File: config.mk
export PLATFORM = sky130hd
export DESIGN_NAME = mfos_top
export DESIGN_NICKNAME = d
export VERILOG_FILES = /design/src/shared/mfos_pkg.sv /design/src/rtl/mfos_top.sv
export VERILOG_INCLUDE_DIRS = /design/src /design/src/shared
export SDC_FILE = /design/constraint.sdc
export NUM_CORES = 1
export LEC_CHECK = 0
export BUFFER_PORTS_ARGS = -buffer_cell sky130_fd_sc_hd__buf_2
export CAP_MARGIN = 30
export CORE_UTILIZATION = 25
export DETAILED_ROUTE_END_ITERATION = 6
export GPL_TIMING_DRIVEN = 0
export HOLD_SLACK_MARGIN = 0.03
export PLACE_DENSITY_LB_ADDON = 0.1
export SLEW_MARGIN = 15
export SYNTH_ARGS = -nofsm -noshare
export SYNTH_HDL_FRONTEND = slang
export SYNTH_SLANG_ARGS = --single-unit
File: constraint.sdc
create_clock -name core_clk -period 5.15 [get_ports core_clk]
set_clock_uncertainty 0.15 [all_clocks]
set_input_delay 0.515 -clock core_clk [delete_from_list [all_inputs] [get_ports core_clk]]
set_output_delay 0.515 -clock core_clk [all_outputs]
set_load 0.02 [all_outputs]
File: src/shared/mfos_consts.svh
// Purpose: Constants of the multi-function output selector
// Assumes: Frequencies in units of 0.01 Hz
// Notes:   Byte addresses on the AXI4-Lite register bus
`ifndef MFOS_CONSTS_SVH
`define MFOS_CONSTS_SVH
// Register byte addresses
`define MFOS_ADDR_TRIP_MODE 8'h00
`define MFOS_ADDR_DETECT_FREQ 8'h04
`define MFOS_ADDR_DETECT_BAND 8'h08
`define MFOS_ADDR_SEL_BASE 8'h0C
`define MFOS_ADDR_DO_STATUS 8'h24
`define MFOS_ADDR_CARD_STATUS 8'h28
// Field positions
`define MFOS_TRIP_UV_BIT 0
`define MFOS_TRIP_OTHER_BIT 1
`define MFOS_TRIP_RESTART_BIT 2
`define MFOS_CARD_EXT_BIT 0
`define MFOS_CARD_OPT_BIT 1
// Output slots
`define MFOS_NUM_OUT 6
`define MFOS_NUM_BASE 3
`define MFOS_SLOT_OC 2
// Reset values
`define MFOS_RST_TRIP_MODE 3'h2
`define MFOS_RST_DETECT_FREQ 16'h0BB8
`define MFOS_RST_DETECT_BAND 16'h03E8
`define MFOS_RST_SEL_RELAY1 5'h1C
`define MFOS_RST_SEL_RELAY2 5'h0E
`define MFOS_RST_SEL_OC 5'h01
`define MFOS_RST_SEL_EXT 5'h00
// Bus responses
`define MFOS_RESP_OKAY 2'h0
`define MFOS_RESP_SLVERR 2'h2
`endif

File: src/shared/mfos_pkg.sv
// Purpose: Types of the multi-function output selector
// Assumes: Included with mfos_consts.svh
// Notes:   Flags come from drive logic on core_clk
package mfos_pkg;
    // Output function codes
    typedef enum logic [4:0] {
        MFOS_NONE = 5'h00, MFOS_FREQ_REACHED = 5'h01, MFOS_SET_MATCH = 5'h02,
        MFOS_OUT_BAND = 5'h03, MFOS_HYST = 5'h04, MFOS_MOTOR_OVL = 5'h05,
        MFOS_DRIVE_OVL = 5'h06, MFOS_UNDERLOAD = 5'h07, MFOS_FAN = 5'h08,
        MFOS_STALL = 5'h09, MFOS_OVERVOLT = 5'h0A, MFOS_UNDERVOLT = 5'h0B,
        MFOS_OVERHEAT = 5'h0C, MFOS_CMD_LOST = 5'h0D, MFOS_RUN = 5'h0E,
        MFOS_STOP = 5'h0F, MFOS_STEADY = 5'h10, MFOS_DRIVE_LINE = 5'h11,
        MFOS_MAINS_LINE = 5'h12, MFOS_SPEED_SEARCH = 5'h13, MFOS_STEP_PULSE = 5'h14,
        MFOS_SEQ_PULSE = 5'h15, MFOS_READY = 5'h16, MFOS_TRAVERSE_ACCEL_REACHED = 5'h17,
        MFOS_TRAVERSE_DECEL_REACHED = 5'h18, MFOS_TRIP = 5'h1C
    } mfos_code_t;
    // Drive state and fault flags
    typedef struct packed {
        logic run_cmd;
        logic volt_out;
        logic dc_brake;
        logic motor_ovl;
        logic drive_overload_flag;
        logic underload;
        logic fan_fault;
        logic stall;
        logic overheat;
        logic dc_over;
        logic dc_under;
        logic cmd_lost;
        logic opt_cmd_lost;
        logic steady;
        logic speed_search;
        logic drive_line_sel;
        logic mains_line_sel;
        logic step_pulse;
        logic seq_pulse;
        logic healthy;
        logic traverse_accel_reached;
        logic traverse_decel_reached;
        logic uv_trip;
        logic other_trip;
        logic restart_fail;
    } mfos_flags_t;
    // Frequencies in 0.01 Hz
    typedef struct packed {
        logic [15:0] set_freq;
        logic [15:0] out_freq;
    } mfos_freq_t;
endpackage

File: src/rtl/mfos_top.sv
// Purpose: Multi-function output selector with AXI4-Lite registers
// Assumes: Flags and frequencies arrive on core_clk; card pins are async
// Notes:   Slots 0,1 relays, 2 open collector, 3..5 extension relays
// Functional notes
// - Fault mode bit0 trips on undervoltage
// - Fault mode bit1 trips on other faults
// - Fault mode bit2 trips on final restart failure
// - Three outputs, three more with extension card
// - Status word shows three or six outputs
// - Code zero idle, or option controller drives
// - Code one: set-output gap below half band
// - Code two: set near detect and code one
// - Code three: output near detect frequency
// - Code four: hysteresis around detect frequency
// - Codes ten, eleven: bus over, undervoltage
// - Codes five-nine, twelve: warnings and faults
// - Code thirteen: any command source lost
// - Code fourteen: running, not DC braking
// - Code fifteen: stopped with no voltage
// - Codes sixteen, nineteen: steady, speed search
// - Codes seventeen, eighteen: bypass line selects
// - Codes twenty, twenty-one: sequence pulses
// - Code twenty-two: healthy, awaiting run
// - Code twenty-three: traverse accel reached
// - Code twenty-four: traverse decel reached
//
// Our own choices: register access over AXI4-Lite and the register addresses.
`timescale 1ns/1ps
`default_nettype none
`include "mfos_consts.svh"

module mfos_top
    import mfos_pkg::*;
(
    input wire logic core_clk,
    input wire logic sys_rst,
    input wire logic clk_en,
    // AXI4-Lite slave
    input wire logic [7:0] s_axi_awaddr,
    input wire logic s_axi_awvalid,
    output logic s_axi_awready,
    input wire logic [31:0] s_axi_wdata,
    input wire logic [3:0] s_axi_wstrb,
    input wire logic s_axi_wvalid,
    output logic s_axi_wready,
    output logic [1:0] s_axi_bresp,
    output logic s_axi_bvalid,
    input wire logic s_axi_bready,
    input wire logic [7:0] s_axi_araddr,
    input wire logic s_axi_arvalid,
    output logic s_axi_arready,
    output logic [31:0] s_axi_rdata,
    output logic [1:0] s_axi_rresp,
    output logic s_axi_rvalid,
    input wire logic s_axi_rready,
    // Drive side
    input wire mfos_flags_t drive_flags,
    input wire mfos_freq_t drive_freq,
    input wire logic ext_card_pin,
    input wire logic opt_ctl_pin,
    input wire logic [5:0] opt_ctl_out,
    output logic [5:0] do_out
);

    // ----------------------------------------
    // Storage
    // ----------------------------------------
    logic [2:0] trip_mode_reg;
    logic [15:0] detect_frequency_reg;
    logic [15:0] detect_band_width_reg;
    logic [4:0] sel_reg [`MFOS_NUM_OUT];
    logic [5:0] do_out_reg;
    logic [5:0] do_out_next;
    logic hyst_reg;
    logic ext_meta_reg;
    logic ext_card_reg;
    logic opt_meta_reg;
    logic opt_card_reg;
    logic aw_held_reg;
    logic w_held_reg;
    logic [7:0] awaddr_reg;
    logic [31:0] wdata_reg;
    logic [3:0] wstrb_reg;
    logic awready_reg;
    logic wready_reg;
    logic bvalid_reg;
    logic [1:0] bresp_reg;
    logic arready_reg;
    logic rvalid_reg;
    logic [31:0] rdata_reg;
    logic [1:0] rresp_reg;

    // ----------------------------------------
    // Helpers
    // ----------------------------------------
    // Absolute difference of two frequencies
    function automatic logic [15:0] abs_diff(input logic [15:0] a, input logic [15:0] b);
        abs_diff = (a > b) ? (a - b) : (b - a);
    endfunction

    // Byte-lane merge of a write
    function automatic logic [31:0] merge(input logic [31:0] old, input logic [31:0] data,
                                          input logic [3:0] strb);
        merge = old;
        for (int i = 0; i < 4; i++) begin
            if (strb[i]) begin
                merge[i*8 +: 8] = data[i*8 +: 8];
            end
        end
    endfunction

    // ----------------------------------------
    // Card presence synchronisers
    // ----------------------------------------
    // Two flops on each card pin
    always_ff @(posedge core_clk) begin
        if (sys_rst) begin
            ext_meta_reg <= 1'b0;
            ext_card_reg <= 1'b0;
            opt_meta_reg <= 1'b0;
            opt_card_reg <= 1'b0;
        end else if (clk_en) begin
            ext_meta_reg <= ext_card_pin;
            ext_card_reg <= ext_meta_reg;
            opt_meta_reg <= opt_ctl_pin;
            opt_card_reg <= opt_meta_reg;
        end
    end

    // ----------------------------------------
    // Frequency detection
    // ----------------------------------------
    logic [15:0] half_band;
    logic freq_reached_detect;
    logic set_freq_match_detect;
    logic output_freq_band_detect;
    logic [16:0] hyst_low;

    // Shared comparisons
    assign half_band = {1'b0, detect_band_width_reg[15:1]};
    assign freq_reached_detect =
        abs_diff(drive_freq.set_freq, drive_freq.out_freq) < half_band;
    assign set_freq_match_detect = freq_reached_detect &&
        (abs_diff(drive_freq.set_freq, detect_frequency_reg) < half_band);
    assign output_freq_band_detect =
        abs_diff(detect_frequency_reg, drive_freq.out_freq) < half_band;
    assign hyst_low = {1'b0, detect_frequency_reg} - {1'b0, half_band};

    // Hysteresis: set at detect, clear at detect minus half band
    always_ff @(posedge core_clk) begin
        if (sys_rst) begin
            hyst_reg <= 1'b0;
        end else if (clk_en) begin
            if (drive_freq.out_freq >= detect_frequency_reg) begin
                hyst_reg <= 1'b1;
            end else if (!hyst_low[16] && ({1'b0, drive_freq.out_freq} <= hyst_low)) begin
                hyst_reg <= 1'b0;
            end
        end
    end

    // ----------------------------------------
    // Fault output
    // ----------------------------------------
    logic fault_active;

    // Trip classes gated by fault mode
    assign fault_active =
        (trip_mode_reg[`MFOS_TRIP_UV_BIT] && drive_flags.uv_trip) ||
        (trip_mode_reg[`MFOS_TRIP_OTHER_BIT] && drive_flags.other_trip) ||
        (trip_mode_reg[`MFOS_TRIP_RESTART_BIT] && drive_flags.restart_fail);

    // ----------------------------------------
    // Per-output function mux
    // ----------------------------------------
    logic [5:0] ext_mask;

    // Extension slots live only with the card
    assign ext_mask = ext_card_reg ? 6'h3F : 6'h07;

    for (genvar g = 0; g < `MFOS_NUM_OUT; g++) begin : g_out
        logic hit;
        // Function selected by this slot
        always_comb begin
            unique case (mfos_code_t'(sel_reg[g]))
                MFOS_NONE: hit = opt_card_reg && opt_ctl_out[g];
                MFOS_FREQ_REACHED: hit = freq_reached_detect;
                MFOS_SET_MATCH: hit = set_freq_match_detect;
                MFOS_OUT_BAND: hit = output_freq_band_detect;
                MFOS_HYST: hit = hyst_reg;
                MFOS_MOTOR_OVL: hit = drive_flags.motor_ovl;
                MFOS_DRIVE_OVL: hit = drive_flags.drive_overload_flag;
                MFOS_UNDERLOAD: hit = drive_flags.underload;
                MFOS_FAN: hit = drive_flags.fan_fault;
                MFOS_STALL: hit = drive_flags.stall;
                MFOS_OVERVOLT: hit = drive_flags.dc_over;
                MFOS_UNDERVOLT: hit = drive_flags.dc_under;
                MFOS_OVERHEAT: hit = drive_flags.overheat;
                MFOS_CMD_LOST: hit = drive_flags.cmd_lost || drive_flags.opt_cmd_lost;
                MFOS_RUN: hit = drive_flags.run_cmd && drive_flags.volt_out &&
                                !drive_flags.dc_brake;
                MFOS_STOP: hit = !drive_flags.run_cmd && !drive_flags.volt_out;
                MFOS_STEADY: hit = drive_flags.steady;
                MFOS_DRIVE_LINE: hit = drive_flags.drive_line_sel;
                MFOS_MAINS_LINE: hit = drive_flags.mains_line_sel;
                MFOS_SPEED_SEARCH: hit = drive_flags.speed_search;
                MFOS_STEP_PULSE: hit = drive_flags.step_pulse;
                MFOS_SEQ_PULSE: hit = drive_flags.seq_pulse;
                MFOS_READY: hit = drive_flags.healthy && !drive_flags.run_cmd;
                MFOS_TRAVERSE_ACCEL_REACHED: hit = drive_flags.traverse_accel_reached;
                MFOS_TRAVERSE_DECEL_REACHED: hit = drive_flags.traverse_decel_reached;
                MFOS_TRIP: hit = fault_active;
                default: hit = 1'b0;
            endcase
        end
        assign do_out_next[g] = hit && ext_mask[g];
    end

    // Outputs follow their condition every cycle that clk_en is high
    always_ff @(posedge core_clk) begin
        if (sys_rst) begin
            do_out_reg <= 6'h00;
        end else if (clk_en) begin
            do_out_reg <= do_out_next;
        end
    end

    // ----------------------------------------
    // AXI4-Lite write channel
    // ----------------------------------------
    logic aw_hs;
    logic w_hs;
    logic do_wr;
    logic aw_held_next;
    logic w_held_next;
    logic bvalid_next;
    logic wr_hit;
    logic [3:0] wr_slot;

    assign aw_hs = s_axi_awvalid && awready_reg;
    assign w_hs = s_axi_wvalid && wready_reg;
    assign do_wr = aw_held_reg && w_held_reg;
    assign aw_held_next = (aw_held_reg || aw_hs) && !do_wr;
    assign w_held_next = (w_held_reg || w_hs) && !do_wr;
    assign bvalid_next = do_wr || (bvalid_reg && !s_axi_bready);
    assign wr_slot = 4'((awaddr_reg - `MFOS_ADDR_SEL_BASE) >> 2);
    assign wr_hit = (awaddr_reg[1:0] == 2'h0) && (awaddr_reg <= `MFOS_ADDR_CARD_STATUS);

    // Address and data taken in either order
    always_ff @(posedge core_clk) begin
        if (sys_rst) begin
            aw_held_reg <= 1'b0;
            w_held_reg <= 1'b0;
            awaddr_reg <= 8'h00;
            wdata_reg <= 32'h0000_0000;
            wstrb_reg <= 4'h0;
            awready_reg <= 1'b0;
            wready_reg <= 1'b0;
            bvalid_reg <= 1'b0;
            bresp_reg <= `MFOS_RESP_OKAY;
        end else if (clk_en) begin
            if (aw_hs) begin
                awaddr_reg <= s_axi_awaddr;
            end
            if (w_hs) begin
                wdata_reg <= s_axi_wdata;
                wstrb_reg <= s_axi_wstrb;
            end
            aw_held_reg <= aw_held_next;
            w_held_reg <= w_held_next;
            awready_reg <= !aw_held_next && !bvalid_next;
            wready_reg <= !w_held_next && !bvalid_next;
            bvalid_reg <= bvalid_next;
            if (do_wr) begin
                bresp_reg <= wr_hit ? `MFOS_RESP_OKAY : `MFOS_RESP_SLVERR;
            end
        end
    end

    // Configuration registers
    always_ff @(posedge core_clk) begin
        if (sys_rst) begin
            trip_mode_reg <= `MFOS_RST_TRIP_MODE;
            detect_frequency_reg <= `MFOS_RST_DETECT_FREQ;
            detect_band_width_reg <= `MFOS_RST_DETECT_BAND;
            sel_reg[0] <= `MFOS_RST_SEL_RELAY1;
            sel_reg[1] <= `MFOS_RST_SEL_RELAY2;
            sel_reg[2] <= `MFOS_RST_SEL_OC;
            sel_reg[3] <= `MFOS_RST_SEL_EXT;
            sel_reg[4] <= `MFOS_RST_SEL_EXT;
            sel_reg[5] <= `MFOS_RST_SEL_EXT;
        end else if (clk_en && do_wr) begin
            if (awaddr_reg == `MFOS_ADDR_TRIP_MODE) begin
                trip_mode_reg <= 3'(merge(32'(trip_mode_reg), wdata_reg, wstrb_reg));
            end
            if (awaddr_reg == `MFOS_ADDR_DETECT_FREQ) begin
                detect_frequency_reg <= 16'(merge(32'(detect_frequency_reg), wdata_reg, wstrb_reg));
            end
            if (awaddr_reg == `MFOS_ADDR_DETECT_BAND) begin
                detect_band_width_reg <= 16'(merge(32'(detect_band_width_reg), wdata_reg, wstrb_reg));
            end
            // Extension slots writable only with the card
            if (awaddr_reg >= `MFOS_ADDR_SEL_BASE && awaddr_reg < `MFOS_ADDR_DO_STATUS &&
                awaddr_reg[1:0] == 2'h0 && ext_mask[wr_slot[2:0]]) begin
                sel_reg[wr_slot[2:0]] <= 5'(merge(32'(sel_reg[wr_slot[2:0]]), wdata_reg, wstrb_reg));
            end
        end
    end

    // ----------------------------------------
    // AXI4-Lite read channel
    // ----------------------------------------
    logic ar_hs;
    logic rvalid_next;
    logic [31:0] rd_word;
    logic rd_err;
    logic [3:0] rd_slot;

    assign ar_hs = s_axi_arvalid && arready_reg;
    assign rvalid_next = ar_hs || (rvalid_reg && !s_axi_rready);
    assign rd_slot = 4'((s_axi_araddr - `MFOS_ADDR_SEL_BASE) >> 2);

    // Read decode
    always_comb begin
        rd_word = 32'h0000_0000;
        rd_err = 1'b0;
        if (s_axi_araddr[1:0] != 2'h0) begin
            rd_err = 1'b1;
        end else if (s_axi_araddr == `MFOS_ADDR_TRIP_MODE) begin
            rd_word = 32'(trip_mode_reg);
        end else if (s_axi_araddr == `MFOS_ADDR_DETECT_FREQ) begin
            rd_word = 32'(detect_frequency_reg);
        end else if (s_axi_araddr == `MFOS_ADDR_DETECT_BAND) begin
            rd_word = 32'(detect_band_width_reg);
        end else if (s_axi_araddr >= `MFOS_ADDR_SEL_BASE && s_axi_araddr < `MFOS_ADDR_DO_STATUS) begin
            rd_word = ext_mask[rd_slot[2:0]] ? 32'(sel_reg[rd_slot[2:0]]) : 32'h0000_0000;
        end else if (s_axi_araddr == `MFOS_ADDR_DO_STATUS) begin
            rd_word = 32'(do_out_reg & ext_mask);
        end else if (s_axi_araddr == `MFOS_ADDR_CARD_STATUS) begin
            rd_word[`MFOS_CARD_EXT_BIT] = ext_card_reg;
            rd_word[`MFOS_CARD_OPT_BIT] = opt_card_reg;
        end else begin
            rd_err = 1'b1;
        end
    end

    // One read under way at a time
    always_ff @(posedge core_clk) begin
        if (sys_rst) begin
            arready_reg <= 1'b0;
            rvalid_reg <= 1'b0;
            rdata_reg <= 32'h0000_0000;
            rresp_reg <= `MFOS_RESP_OKAY;
        end else if (clk_en) begin
            arready_reg <= !rvalid_next;
            rvalid_reg <= rvalid_next;
            if (ar_hs) begin
                rdata_reg <= rd_word;
                rresp_reg <= rd_err ? `MFOS_RESP_SLVERR : `MFOS_RESP_OKAY;
            end
        end
    end

    // ----------------------------------------
    // Port drive
    // ----------------------------------------
    assign s_axi_awready = awready_reg;
    assign s_axi_wready = wready_reg;
    assign s_axi_bvalid = bvalid_reg;
    assign s_axi_bresp = bresp_reg;
    assign s_axi_arready = arready_reg;
    assign s_axi_rvalid = rvalid_reg;
    assign s_axi_rdata = rdata_reg;
    assign s_axi_rresp = rresp_reg;
    assign do_out = do_out_reg;

endmodule

`default_nettype wire

; After elaboration in Yosys (flattened, before gate mapping)
; Memory sizes are Yosys's and may differ from the RTL's.
; Index checks and enable logic that the tools add are counted.
[word_totals]
regBits = 115
latchBits = 0
mem_bits_rw = 30
rom_bits = 0
in_bits = 125
output_inout_bits = 47
elab_cells = 332
memories = 1
[op_classes]
add_sub_neg = 9
mul = 0
div = 0
n_lt_le_gt_ge = 15
n_eq_ne = 157
n_shift = 0
muxes = 47
bitwise_logic = 1
n_reduce_logical = 78
[memory_table]
columns = memory, depth, width, read_ports, rd_ports_with_merged_regs, wr, line
row1 = sel_reg, 6, 5, 7, 0, 6, mfos_top.sv:71  ; logic [4:0] sel_reg [`MFOS_NUM_OUT];
[ops]
columns = cell, count
row1 = $eq A5 B5 Y1 const B, 60
row2 = $eq A5 B4 Y1 const B, 48
row3 = $pmux W1 S26, 6
row4 = $eq A5 B3 Y1 const B, 24
row5 = $mux W16, 7
row6 = $sub A16 B16 Y16, 6
row7 = $eq A5 B2 Y1 const B, 12
row8 = $gt A16 B16 Y1, 3
row9 = $lt A16 B15 Y1, 3
row10 = $logic_and A1 B1 Y1, 37
row11 = $eq A5 B1 Y1 const B, 6
row12 = $logic_not A5 Y1, 6
row13 = $mux W5, 6
row14 = $mux W1, 18
row15 = $le A16 B17 Y1, 1
row16 = $sub A16 B15 Y17, 1
row17 = $eq A8 B3 Y1 const B, 2
row18 = $eq A8 B4 Y1 const B, 2
row19 = $eq A8 B6 Y1 const B, 2
row20 = $ge A16 B16 Y1, 1
row21 = $ge A8 B4 Y1 const B, 2
row22 = $logic_not A8 Y1, 2
row23 = $lt A8 B6 Y1 const B, 2
row24 = $reduce_and A3 Y1, 5
row25 = other kinds (16), 45

; Depth between registers and ports, before layout
; Gate-level depths: netlist of the first run.
[depth]
ltp_word = 11
ltp_mapped = 25
mapped_depth_nobuf = 24

; Worst setup path before layout of the first run
; Ideal clock, no wire load.
[synth_timing]
path_kind = input -> register
startpoint = input port drive_freq[16] (netlist bit)
endpoint = register do_out_reg[0], in the netlist do_out[0]
setup_ns = 0.117
arrival_ns = 5.061
required_time_ns = 4.883
slack_ns = -0.178
path_stages = 24
path_cell_list = inv_1 -> ha_1 -> inv_1 -> fa_1 -> a21o_1 -> a221o_1 -> a21o_2 -> a2111oi_4 -> nor3_4 -> mux2_4 -> a221oi_2 -> o311ai_1 -> a221oi_2 -> xnor2_1 -> ha_1 -> o21ai_0 -> a21oi_1 -> o21ai_0 -> a21oi_1 -> nor2b_1 -> mux2_4 -> nor3b_4 -> a221o_1 -> a32o_1
[synth_between]
elab_chain_cells = 6
[synth_rtl]
columns = element, line
row1 = start: declaration, mfos_top.sv:58  ; input wire mfos_freq_t drive_freq,
row2 = $sub A16 B16 Y16 / $gt A16 B16 Y1 (equally long branches), mfos_top.sv:98  ; abs_diff = (a > b) ? (a - b) : (b - a);
row3 = $mux W16, mfos_top.sv:98
row4 = $lt A16 B15 Y1 (on tied branches), "mfos_top.sv:142, mfos_top.sv:144"
row5 = $logic_and A1 B1 Y1, mfos_top.sv:143  ; assign set_freq_match_detect = freq_reached_detect &&
row6 = $pmux W1 S26 *, mfos_top.sv:185  ; unique case (mfos_code_t'(sel_reg[g]))
row7 = $logic_and A1 B1 Y1 *, mfos_top.sv:216  ; assign do_out_next[g] = hit && ext_mask[g];
row8 = end signal: assignment, mfos_top.sv:224  ; do_out_reg <= do_out_next;
row9 = end: declaration, mfos_top.sv:72  ; logic [5:0] do_out_reg;
; Every way passes the cells marked *; elsewhere a longest branch is shown, timed or not.
; A chain may end at the register's enable or synchronous reset.

; Final worst setup path of the first run
[layout_timing]
startpoint = input port drive_freq[2] (netlist bit)
endpoint = register do_out_reg[0], in the netlist do_out[0]
[layout_between]
elab_chain_cells = 6
[layout_rtl]
columns = element, line
row1 = $sub A16 B16 Y16 / $gt A16 B16 Y1 (equally long branches), mfos_top.sv:98
row2 = $mux W16, mfos_top.sv:98
row3 = $lt A16 B15 Y1, mfos_top.sv:142  ; abs_diff(drive_freq.set_freq, drive_freq.out_freq) < half_band;
row4 = $logic_and A1 B1 Y1, mfos_top.sv:143
row5 = $pmux W1 S26 *, mfos_top.sv:185
row6 = $logic_and A1 B1 Y1 *, mfos_top.sv:216
; Marks and branches as above.

==> results of run 1 <==
## logic make-up after synthesis
family | share of synthesized area
xor gates and xnor gates | 0.03303
muxes | 0.08816
DFF | 0.2195
AOI/OAI and AO/OA | 0.2380
adders and majority gates | 0.1636
other | 0.0002619
buffers and inverters | 0.06527
and+or+nand+nor | 0.1922
## area by class of cell
cell class,count,share of cell area
Clock buffer,19,0.02507
Timing Repair Buffer,168,0.05838
Inverter,115,0.02558
Buffer,100,0.02789
Multi-Input combinational cell,1459,0.6180
Sequential cell,137,0.1822
Clock inverter,13,0.008236
Tap cell,756,0.05462
## path summary, 6_finish.rpt
kind                                                         endpoint  slack (ns)  cells after the start
worst max-delay path                           do_out[0]$_SDFFE_PP0P_       -0.17                     24
worst max register to register                 do_out[0]$_SDFFE_PP0P_       -0.15                     20
worst min register to register  detect_band_width_reg[2]$_SDFFE_PP0P_        0.30                      2
worst min-delay path                        opt_meta_reg$_SDFFE_PP0P_        0.16                      3
## cells in the mapped netlist, drive strengths merged (18+ instances only)
library cell	count	area [um^2]
a211oi	23	177.7
a21o	36	271.5
a21oi	190	950.9
a221oi	18	182.7
a22oi	20	150.1
and2	26	162.6
and3	28	175.2
buf	39	230.2
clkbuf	72	272.8
dfxtp	97	1942
edfxtp	40	1201
ha	176	2202
inv	115	431.7
mux2	19	221.5
mux2i	59	590.6
mux4	20	450.4
nand2	181	679.4
nand2b	18	112.6
nand3	37	185.2
nand3b	18	135.1
nor2	142	533.0
nor2b	28	175.2
nor3	30	161.4
o21ai	103	519.3
xnor2	34	297.8
xor2	20	175.2
## what timing repair did
item                       in CTS  in global routing
pin swaps                      25                 20
buffers inserted               29                  5
gates resized for setup        83                 30
setup endpoints to repair       6                  7
## worst reg2reg max path: cells and delay by family, from the launching register on
family	cells	cell delay (ns)
mux	1	0.34
fa+ha+maj	2	0.72
xor+xnor	1	0.18
compound gates	9	1.93
flops	1	0.56
simple gates	4	0.67
buf+inv	3	0.63
## per-layer routing
metal  track usage  share of wire  up-vias
met1        0.2743           0.49     6726
li1              -              -     6881
met5             0              0        -
met3       0.02245          0.045       57
met2        0.3028           0.45      372
met4       0.06080          0.022        0
## power by group
| group | total [uW] | leakage, uW | internal, uW | switching, uW |
|---|---|---|---|---|
| combinational | 1100 | 0.00580 | 469 | 633 |
| sequential | 1150 | 0.00118 | 1130 | 24.8 |
| clock | 1230 | 0.000286 | 720 | 507 |
| total | 3480 | 0.00726 | 2320 | 1160 |
## through the flow
stage                     worst slack [ns]  std cells  hold slack [ns]
after floorplan                   -0.09199       1822           0.2788
after global placement              -1.646       2712           0.2883
after detailed placement            -1.588       2715           0.2946
after CTS                          -0.3020       2766           0.1458
after global routing               -0.4195       2767           0.1649
final                              -0.1678       2767           0.1645
==> impl_metrics.yaml, run 1 <==
yosys:
  seq_area_frac_synth: 0.2195
  synth_cells: 1795
  synth_ff_type: "dfxtp_1"
  ys_seq_elements: 137
  yosysUniqueCellTypes: 87
  syn_avg_cell_area_um2: 7.978
  ys_warn_count: 0
  ys_async_sr_fraction: 0
  synth_edf_count: 40
  syn_area_um2: 14320
global_routing:
  grt_max_degree: 17
  grt_overflow: 0
  grt_pass1_vias: 13440
  grt_use_total: 0.1932
  antenna_found_initial: 0
  grt_pass1_wl_mm: 83.66
place:
  gp_congestion: 0.8978
  numPortBuffers: 134
  post-dp-hpwl_mm: 46.43
  place_area_um2: 16060
floorplan:
  core_area_um2: 56500
  die-area_um2: 58240
  initial_core_util: 0.2535
  die_y_um: 241.3
  die_w_um: 241.3
  io_pins: 172
  num_rows: 87
cells_and_area:
  final_common_cell: "a21oi_1"
  area_delta_synth_final_pct: 20.94
  utilization: 0.3065
  largest_reg_flops: 40
  insertedDiodeCount: 0
  layout-drive-gt1-share: 0.1775
  multi_input_area_um2: 10700
  fin_nets: 2306
  fillCellCount: 6166
  post-route-cell-area_um2: 17320
  regArea_um2: 3156
  final_cell_mix: "186 x a21oi_1, 181 x nand2_1, 165 x ha_1"
min_path:
  hold_class: "primary input to flop"
  min-delay-start: "opt_ctl_pin"
detailed_routing:
  drc: 0
  wl_per_cell_um: 20.48
  drtIter0Drc: 824
  viasPerCell: 5.073
  routed_wl_mm: 56.68
  antenna_left: 0
  first_pass_iters: 7
  vias: 14040
worst_setup_path:
  cp-startpoint: "drive_freq[2]"
  worstReg2RegStart: "detect_frequency_reg[13]$_SDFFE_PP0P_"
  cp-start-kind: "primary input"
  path_cells: "buf_2 > inv_1 > ha_4 > a21o_1 > a221o_1 > a21o_2 > a2111oi_4 > nor3_4 > mux2_4 > a221oi_4 > o311ai_4 > a221oi_2 > xnor2_1 > ha_1 > o21ai_2 > a21oi_2 > o21ai_2 > a21oi_2 > nor2b_1 > mux2_4 > nor3b_4 > buf_12 > a221o_1 > a32o_1"
  critPathBufInv: 3
  slowest_delay_ns: 0.35
  path_delay_family: "compound AO/OA/AOI/OAI gates"
  critPathMaxFanout: 6
  worstPathArrival_ns: 5.49
  critical_path_class: "primary input to flop"
  end_kind: "flop"
  cpMaxStageDelayCell: "a2111oi_4"
  cp_data_required_time_ns: 5.32
cts:
  cts_root_buf: "clkbuf_16"
  clk_latency_ns: 0.43
  cts_inserted_buffers: 17
  cts_tree: "done"
  clkSinkCount: 137
  cts.path.max_buffers: 2
  clk_pin_slew_worst_paths_ns: 0.06
  hold_buffers: 0
  htreeDepth: 4
sta:
  fmax_mhz: 188.0
  hold_violations: 0
  slew_headroom: 0.3820
  drv_slew: 0
  setup_slack_ns: -0.1678
  worstMarginPinSlew_ns: 0.9270
  timing.final.crit_period_ns: 5.318
  rsz0062_at_grt: "yes"
  fin_setup_tns_ns: -0.4179
  setup_viol: 5
  period_share: 1.033
power_and_ir_drop:
  power_uw: 3481
  power_density_nw_per_um2: 201.0
  worst_ir_drop_vdd_mv: 0.1475
  leakage_uw: 0.007257
run_status:
  violations: "negative setup slack"
  status: "finished, violations left"
job:
  cap_violations: 0
(Power assumes the default switching activity.)
==> run 2, diff against run 1 <==
Settings changed: SETUP_SLACK_MARGIN from default to 0.5.
==> run 2 against run 1 <==
Net effect:
- the flow still finishes with violations (negative setup slack)
- count of clock-buffer cells in the layout is the same
- combinational power is essentially flat
- die area did not move
- clock power about the same
- sequential cell count unchanged
- setup slack lost 0.12 ns
- utilization grew 0.062 points
- first-iteration DRC count up 23%
- critical path type unchanged
- largest cell class unchanged
==> impl_metrics.yaml, run 2 (same netlist as run 1, synthesis figures left out) <==
sta:
  rsz0062_at_grt: "yes"
  setup_slack_ns: -0.2907
  period_share: 1.056
  slew_headroom: 0.3969
  worstMarginPinSlew_ns: 0.9046
  timing.final.crit_period_ns: 5.441
  hold_violations: 0
  drv_slew: 0
  fmax_mhz: 183.8
  setup_viol: 6
detailed_routing:
  antenna_left: 0
  wl_per_cell_um: 21.70
  drtIter0Drc: 1013
  viasPerCell: 5.139
  routed_wl_mm: 60.17
  vias: 14250
  first_pass_iters: 5
  drc: 0
global_routing:
  grt_overflow: 0
  grt_max_degree: 17
  antenna_found_initial: 0
  grt_pass1_vias: 13450
  grt_pass1_wl_mm: 88.56
  grt_use_total: 0.2061
cells_and_area:
  largest_reg_flops: 40
  fillCellCount: 6122
  layout-drive-gt1-share: 0.1849
  final_cell_mix: "183 x a21oi_1, 180 x nand2_1, 168 x ha_1"
  area_delta_synth_final_pct: 21.18
  post-route-cell-area_um2: 17350
  final_common_cell: "a21oi_1"
  multi_input_area_um2: 10700
  fin_nets: 2312
  insertedDiodeCount: 0
  regArea_um2: 3168
floorplan:
  initial_core_util: 0.2535
  die_w_um: 241.3
  die-area_um2: 58240
  num_rows: 87
  core_area_um2: 56500
  die_y_um: 241.3
  io_pins: 172
run_status:
  violations: "negative setup slack"
  status: "finished, violations left"
power_and_ir_drop:
  power_density_nw_per_um2: 201.2
  worst_ir_drop_vdd_mv: 0.2051
  leakage_uw: 0.007299
place:
  post-dp-hpwl_mm: 48.72
  place_ws_ns: -1.494
  numPortBuffers: 134
  place_area_um2: 16110
  gp_congestion: 0.8737
worst_setup_path:
  slowest_delay_ns: 0.37
  rr_worst_depth: 21
  cpMaxStageDelayCell: "a221oi_4"
  path_delay_family: "compound AO/OA/AOI/OAI gates"
  cp_num_cells: 26
  critPathBufInv: 4
  worstPathArrival_ns: 5.61
  critPathMaxFanout: 4
  cp-start-kind: "primary input"
  end_kind: "flop"
  critical_path_class: "primary input to flop"
  rrSetupSlack_ns: -0.20
  cp_data_required_time_ns: 5.32
job:
  cap_violations: 0
min_path:
  hold_class: "primary input to flop"
  hold_path_depth: 3
cts:
  htreeDepth: 4
  clkSinkCount: 137
  cts_tree: "done"
  clk_latency_ns: 0.44
  cts.path.max_buffers: 2
  clk_pin_slew_worst_paths_ns: 0.07
  cts_root_buf: "clkbuf_16"
  cts_inserted_buffers: 17
==> run 2: cell count changes in the layout (fill, tap and decap cells not counted), moves of 3 or more <==
cell	before	now
a21oi_1	186	183
a21oi_2	4	7
dfxtp_2	4	11
ha_2	6	3
dfxtp_1	91	83
ha_1	165	168
o21ai_0	89	84
o21ai_2	4	7
clkbuf_2	4	12
==> run 2: layer usage <==
| layer | global-route usage | part of all wire |
|---|---|---|
| met1 | 0.3124 | 0.51 |
| met2 | 0.3099 | 0.43 |
| met3 | 0.02119 | 0.043 |
| met4 | 0.04450 | 0.016 |
| met5 | 0 | 0 |
==> run 2: final timing paths <==
kind	start	end
setup reg to reg	detect_frequency_reg[14]$_SDFFE_PP0P_	do_out[4]$_SDFFE_PP0P_
setup / recovery	drive_freq[16]	do_out[0]$_SDFFE_PP0P_
hold reg to reg	detect_band_width_reg[0]$_SDFFE_PP0P_	detect_band_width_reg[0]$_SDFFE_PP0P_
hold / removal	s_axi_wdata[10]	wdata_reg[10]$_SDFFE_PP0P_
==> run 2: worst min-delay path, cell delays in order <==
cell     delay [ns]
buf_2          0.09
nand2_1        0.04
a21oi_1        0.05
==> run 2: report_power, final <==
| group | total, uW | switching, uW | internal, uW |
|---|---|---|---|
| Combinational | 1090 | 642 | 451 |
| Sequential | 1160 | 28.4 | 1130 |
| Clock | 1240 | 536 | 707 |
==> run 2: timing repair <==
item | 4_1_cts | 5_1_grt
hold endpoints to repair | 0 | 0
gates resized for setup | 107 | 15
pin swaps | 26 | 6
buffers inserted | 24 | 2
hold buffers | 0 | 0
endpoints found under the setup margin | 7 | 7
==> run 2: cell type report <==
type,count,share of cell area
Multi-Input combinational cell,1459,0.6166
Sequential cell,137,0.1826
Timing Repair Buffer,163,0.05523
Tap cell,756,0.05451
Buffer,111,0.03144
Clock buffer,19,0.02617
Inverter,115,0.02596
Clock inverter,13,0.007571
==> run 2: stage by stage <==
step                TNS, ns  power (uW)    util  instances  hold WS [ns]
global route         -2.593        3675  0.3072       2773        0.1474
CTS                 -0.7994        3504  0.3059       2771        0.1347
detailed placement   -8.550        2151  0.2851       2715        0.2947
finish               -1.236        3491  0.3072       2773        0.1624
floorplan                 0        1813       -       1822        0.2788
global placement     -8.429        2150  0.2847       2712        0.2878
==> run 3, diff against run 2 <==
Clock period 5.15 ns to 4.77 ns, I/O delays scaled along.
==> run 3 against run 2 <==
Net effect:
- the flow still finishes with violations (negative setup slack)
- sequential power rose by 8%
- global-route usage did not move
- routed wire length rose by 0.19%
- sequential share of layout area fell by 0.15 points
- largest cell class unchanged
- non-clock buffer count rose by 8
- die area did not move
- setup slack got worse by 0.33 ns
- utilization rose by 0.26 points
- worst hold slack got worse by 0.038 ns
- power rose by 8.0%
- register-to-register slack got worse by 0.29 ns
==> impl_metrics.yaml, run 3 (same netlist as run 1, synthesis figures left out) <==
worst_setup_path:
  rrSetupSlack_ns: -0.49
  cp-start-kind: "primary input"
  critPathMaxFanout: 4
  r2r-end: "do_out[0]$_SDFFE_PP0P_"
  rr_worst_depth: 25
  cp_data_required_time_ns: 4.94
  critical_path_class: "primary input to flop"
  cp-startpoint: "drive_freq[16]"
  crit_path_end: "do_out[0]$_SDFFE_PP0P_"
  worstReg2RegStart: "detect_frequency_reg[0]$_SDFFE_PP0P_"
  worstPathArrival_ns: 5.56
  end_kind: "flop"
cells_and_area:
  layout-drive-gt1-share: 0.1946
  post-route-cell-area_um2: 17500
  insertedDiodeCount: 0
  final_common_cell: "a21oi_1"
  final_cell_mix: "182 x a21oi_1, 179 x nand2_1, 165 x ha_1"
  final_cells: 2781
  utilization: 0.3097
  area_delta_synth_final_pct: 22.20
  fillCellCount: 6122
  largest_reg_flops: 40
  multi_input_area_um2: 10770
  regArea_um2: 3168
  fin_nets: 2320
run_status:
  violations: "negative setup slack"
  status: "finished, violations left"
global_routing:
  met3_usage: 0.02119
  antenna_found_initial: 0
  grt.busiest_layer: "met1"
  use_met2: 0.3109
  gr-usage-met1: 0.3125
  grt_overflow: 0
  grt_max_degree: 17
  grt_pass1_vias: 13440
  grt_use_total: 0.2061
  grt_pass1_wl_mm: 88.59
place:
  placedCellCount: 2715
  numPortBuffers: 134
  gp_congestion: 0.8737
  place_area_um2: 16110
  post-dp-hpwl_mm: 48.72
cts:
  cts_root_buf: "clkbuf_16"
  clkSinkCount: 137
  cts.path.max_buffers: 2
  cts_inserted_buffers: 17
  clk_latency_ns: 0.43
  hold_buffers: 0
  cts_tree: "done"
  clk_pin_slew_worst_paths_ns: 0.07
  htreeDepth: 4
detailed_routing:
  antenna_left: 0
  drc: 0
  drtIter0Drc: 1020
  routed_wl_mm: 60.28
  first_pass_iters: 7
  wl_per_cell_um: 21.68
  viasPerCell: 5.124
  vias: 14250
sta:
  setup_slack_ns: -0.6216
  fmax_mhz: 185.5
  slew_headroom: 0.3816
  whs_ns: 0.1245
  rsz0062_at_grt: "yes"
  hold_violations: 0
  drv_slew: 0
  worstMarginPinSlew_ns: 0.9275
  timing.final.crit_period_ns: 5.392
  setup_viol: 6
  period_share: 1.130
power_and_ir_drop:
  leakage_uw: 0.007346
  power_uw: 3772
  worst_ir_drop_vdd_mv: 0.2212
  power_density_nw_per_um2: 215.6
floorplan:
  core_area_um2: 56500
  num_rows: 87
  die_w_um: 241.3
  die_y_um: 241.3
  io_pins: 172
  die-area_um2: 58240
  initial_core_util: 0.2535
min_path:
  hold_path_depth: 3
  hold_class: "primary input to flop"
  min-delay-start: "s_axi_wdata[10]"
job:
  cap_violations: 0
## run 3: per-stage QoR
step / setup TNS [ns] / setup slack [ns]
2_1_floorplan: -0.6014 / -0.3036
3_3_place_gp: -10.60 / -1.859
3_5_place_dp: -10.70 / -1.836
4_1_cts: -2.961 / -0.5688
5_1_grt: -4.536 / -0.8614
6_report: -3.054 / -0.6216
## run 3: layout make-up
cell class / count / area share
buffer: 111 / 0.03117
inverter: 115 / 0.02588
tap: 756 / 0.05405
multi-input combinational: 1459 / 0.6155
timing repair buffer: 171 / 0.05892
clock inverter: 13 / 0.007508
clock buffer: 19 / 0.02595
sequential: 137 / 0.1810
## run 3: per-layer routing
metal	wire, um	up-vias
met2	26160	385
li1	-	6933
met3	2673	41
met1	30540	6892
met4	902	0
met5	0	-
## run 3: what timing repair did
| item | in CTS | in global routing |
|---|---|---|
| pin swaps | 41 | 26 |
| endpoints found under the hold margin | 0 | 0 |
| gates cloned | 0 | 0 |
| gates resized for setup | 125 | 18 |
| setup buffers | 28 | 6 |
| setup endpoints to repair | 7 | 12 |
## run 3: worst min-delay path by stage
stage | slack (ns) | endpoint
global route | 0.11 | wdata_reg[2]$_SDFFE_PP0P_
CTS | 0.1 | wdata_reg[10]$_SDFFE_PP0P_
detailed placement | 0.29 | detect_band_width_reg[2]$_SDFFE_PP0P_
floorplan | 0.28 | detect_band_width_reg[0]$_SDFFE_PP0P_
global placement | 0.29 | detect_band_width_reg[2]$_SDFFE_PP0P_
finish | 0.12 | wdata_reg[10]$_SDFFE_PP0P_
## run 3: worst max-delay path, stage by stage
cell       delay, ns
buf_12          0.11
inv_12          0.04
ha_4            0.12
inv_4           0.03
fa_2            0.34
a21o_1          0.18
a221o_1         0.33
a21o_2          0.27
a2111oi_4       0.35
nor3_4          0.13
mux2_4          0.34
a221oi_4        0.36
o311ai_4        0.13
a221oi_2        0.26
xnor2_1         0.10
ha_1            0.30
o21ai_2         0.07
a21oi_2         0.12
o21ai_2         0.11
a21oi_2         0.16
nor2b_1         0.06
mux2_4          0.30
nor3b_4         0.17
buf_12          0.15
a221o_1         0.31
a32o_1          0.21
## run 3: report_power, final
group,leakage [uW],internal [uW],total (uW),switching (uW)
combinational,0.00588,490,1180,693
clock,0.000290,763,1340,578
sequential,0.00118,1220,1250,30.8
total,0.00735,2470,3770,1300
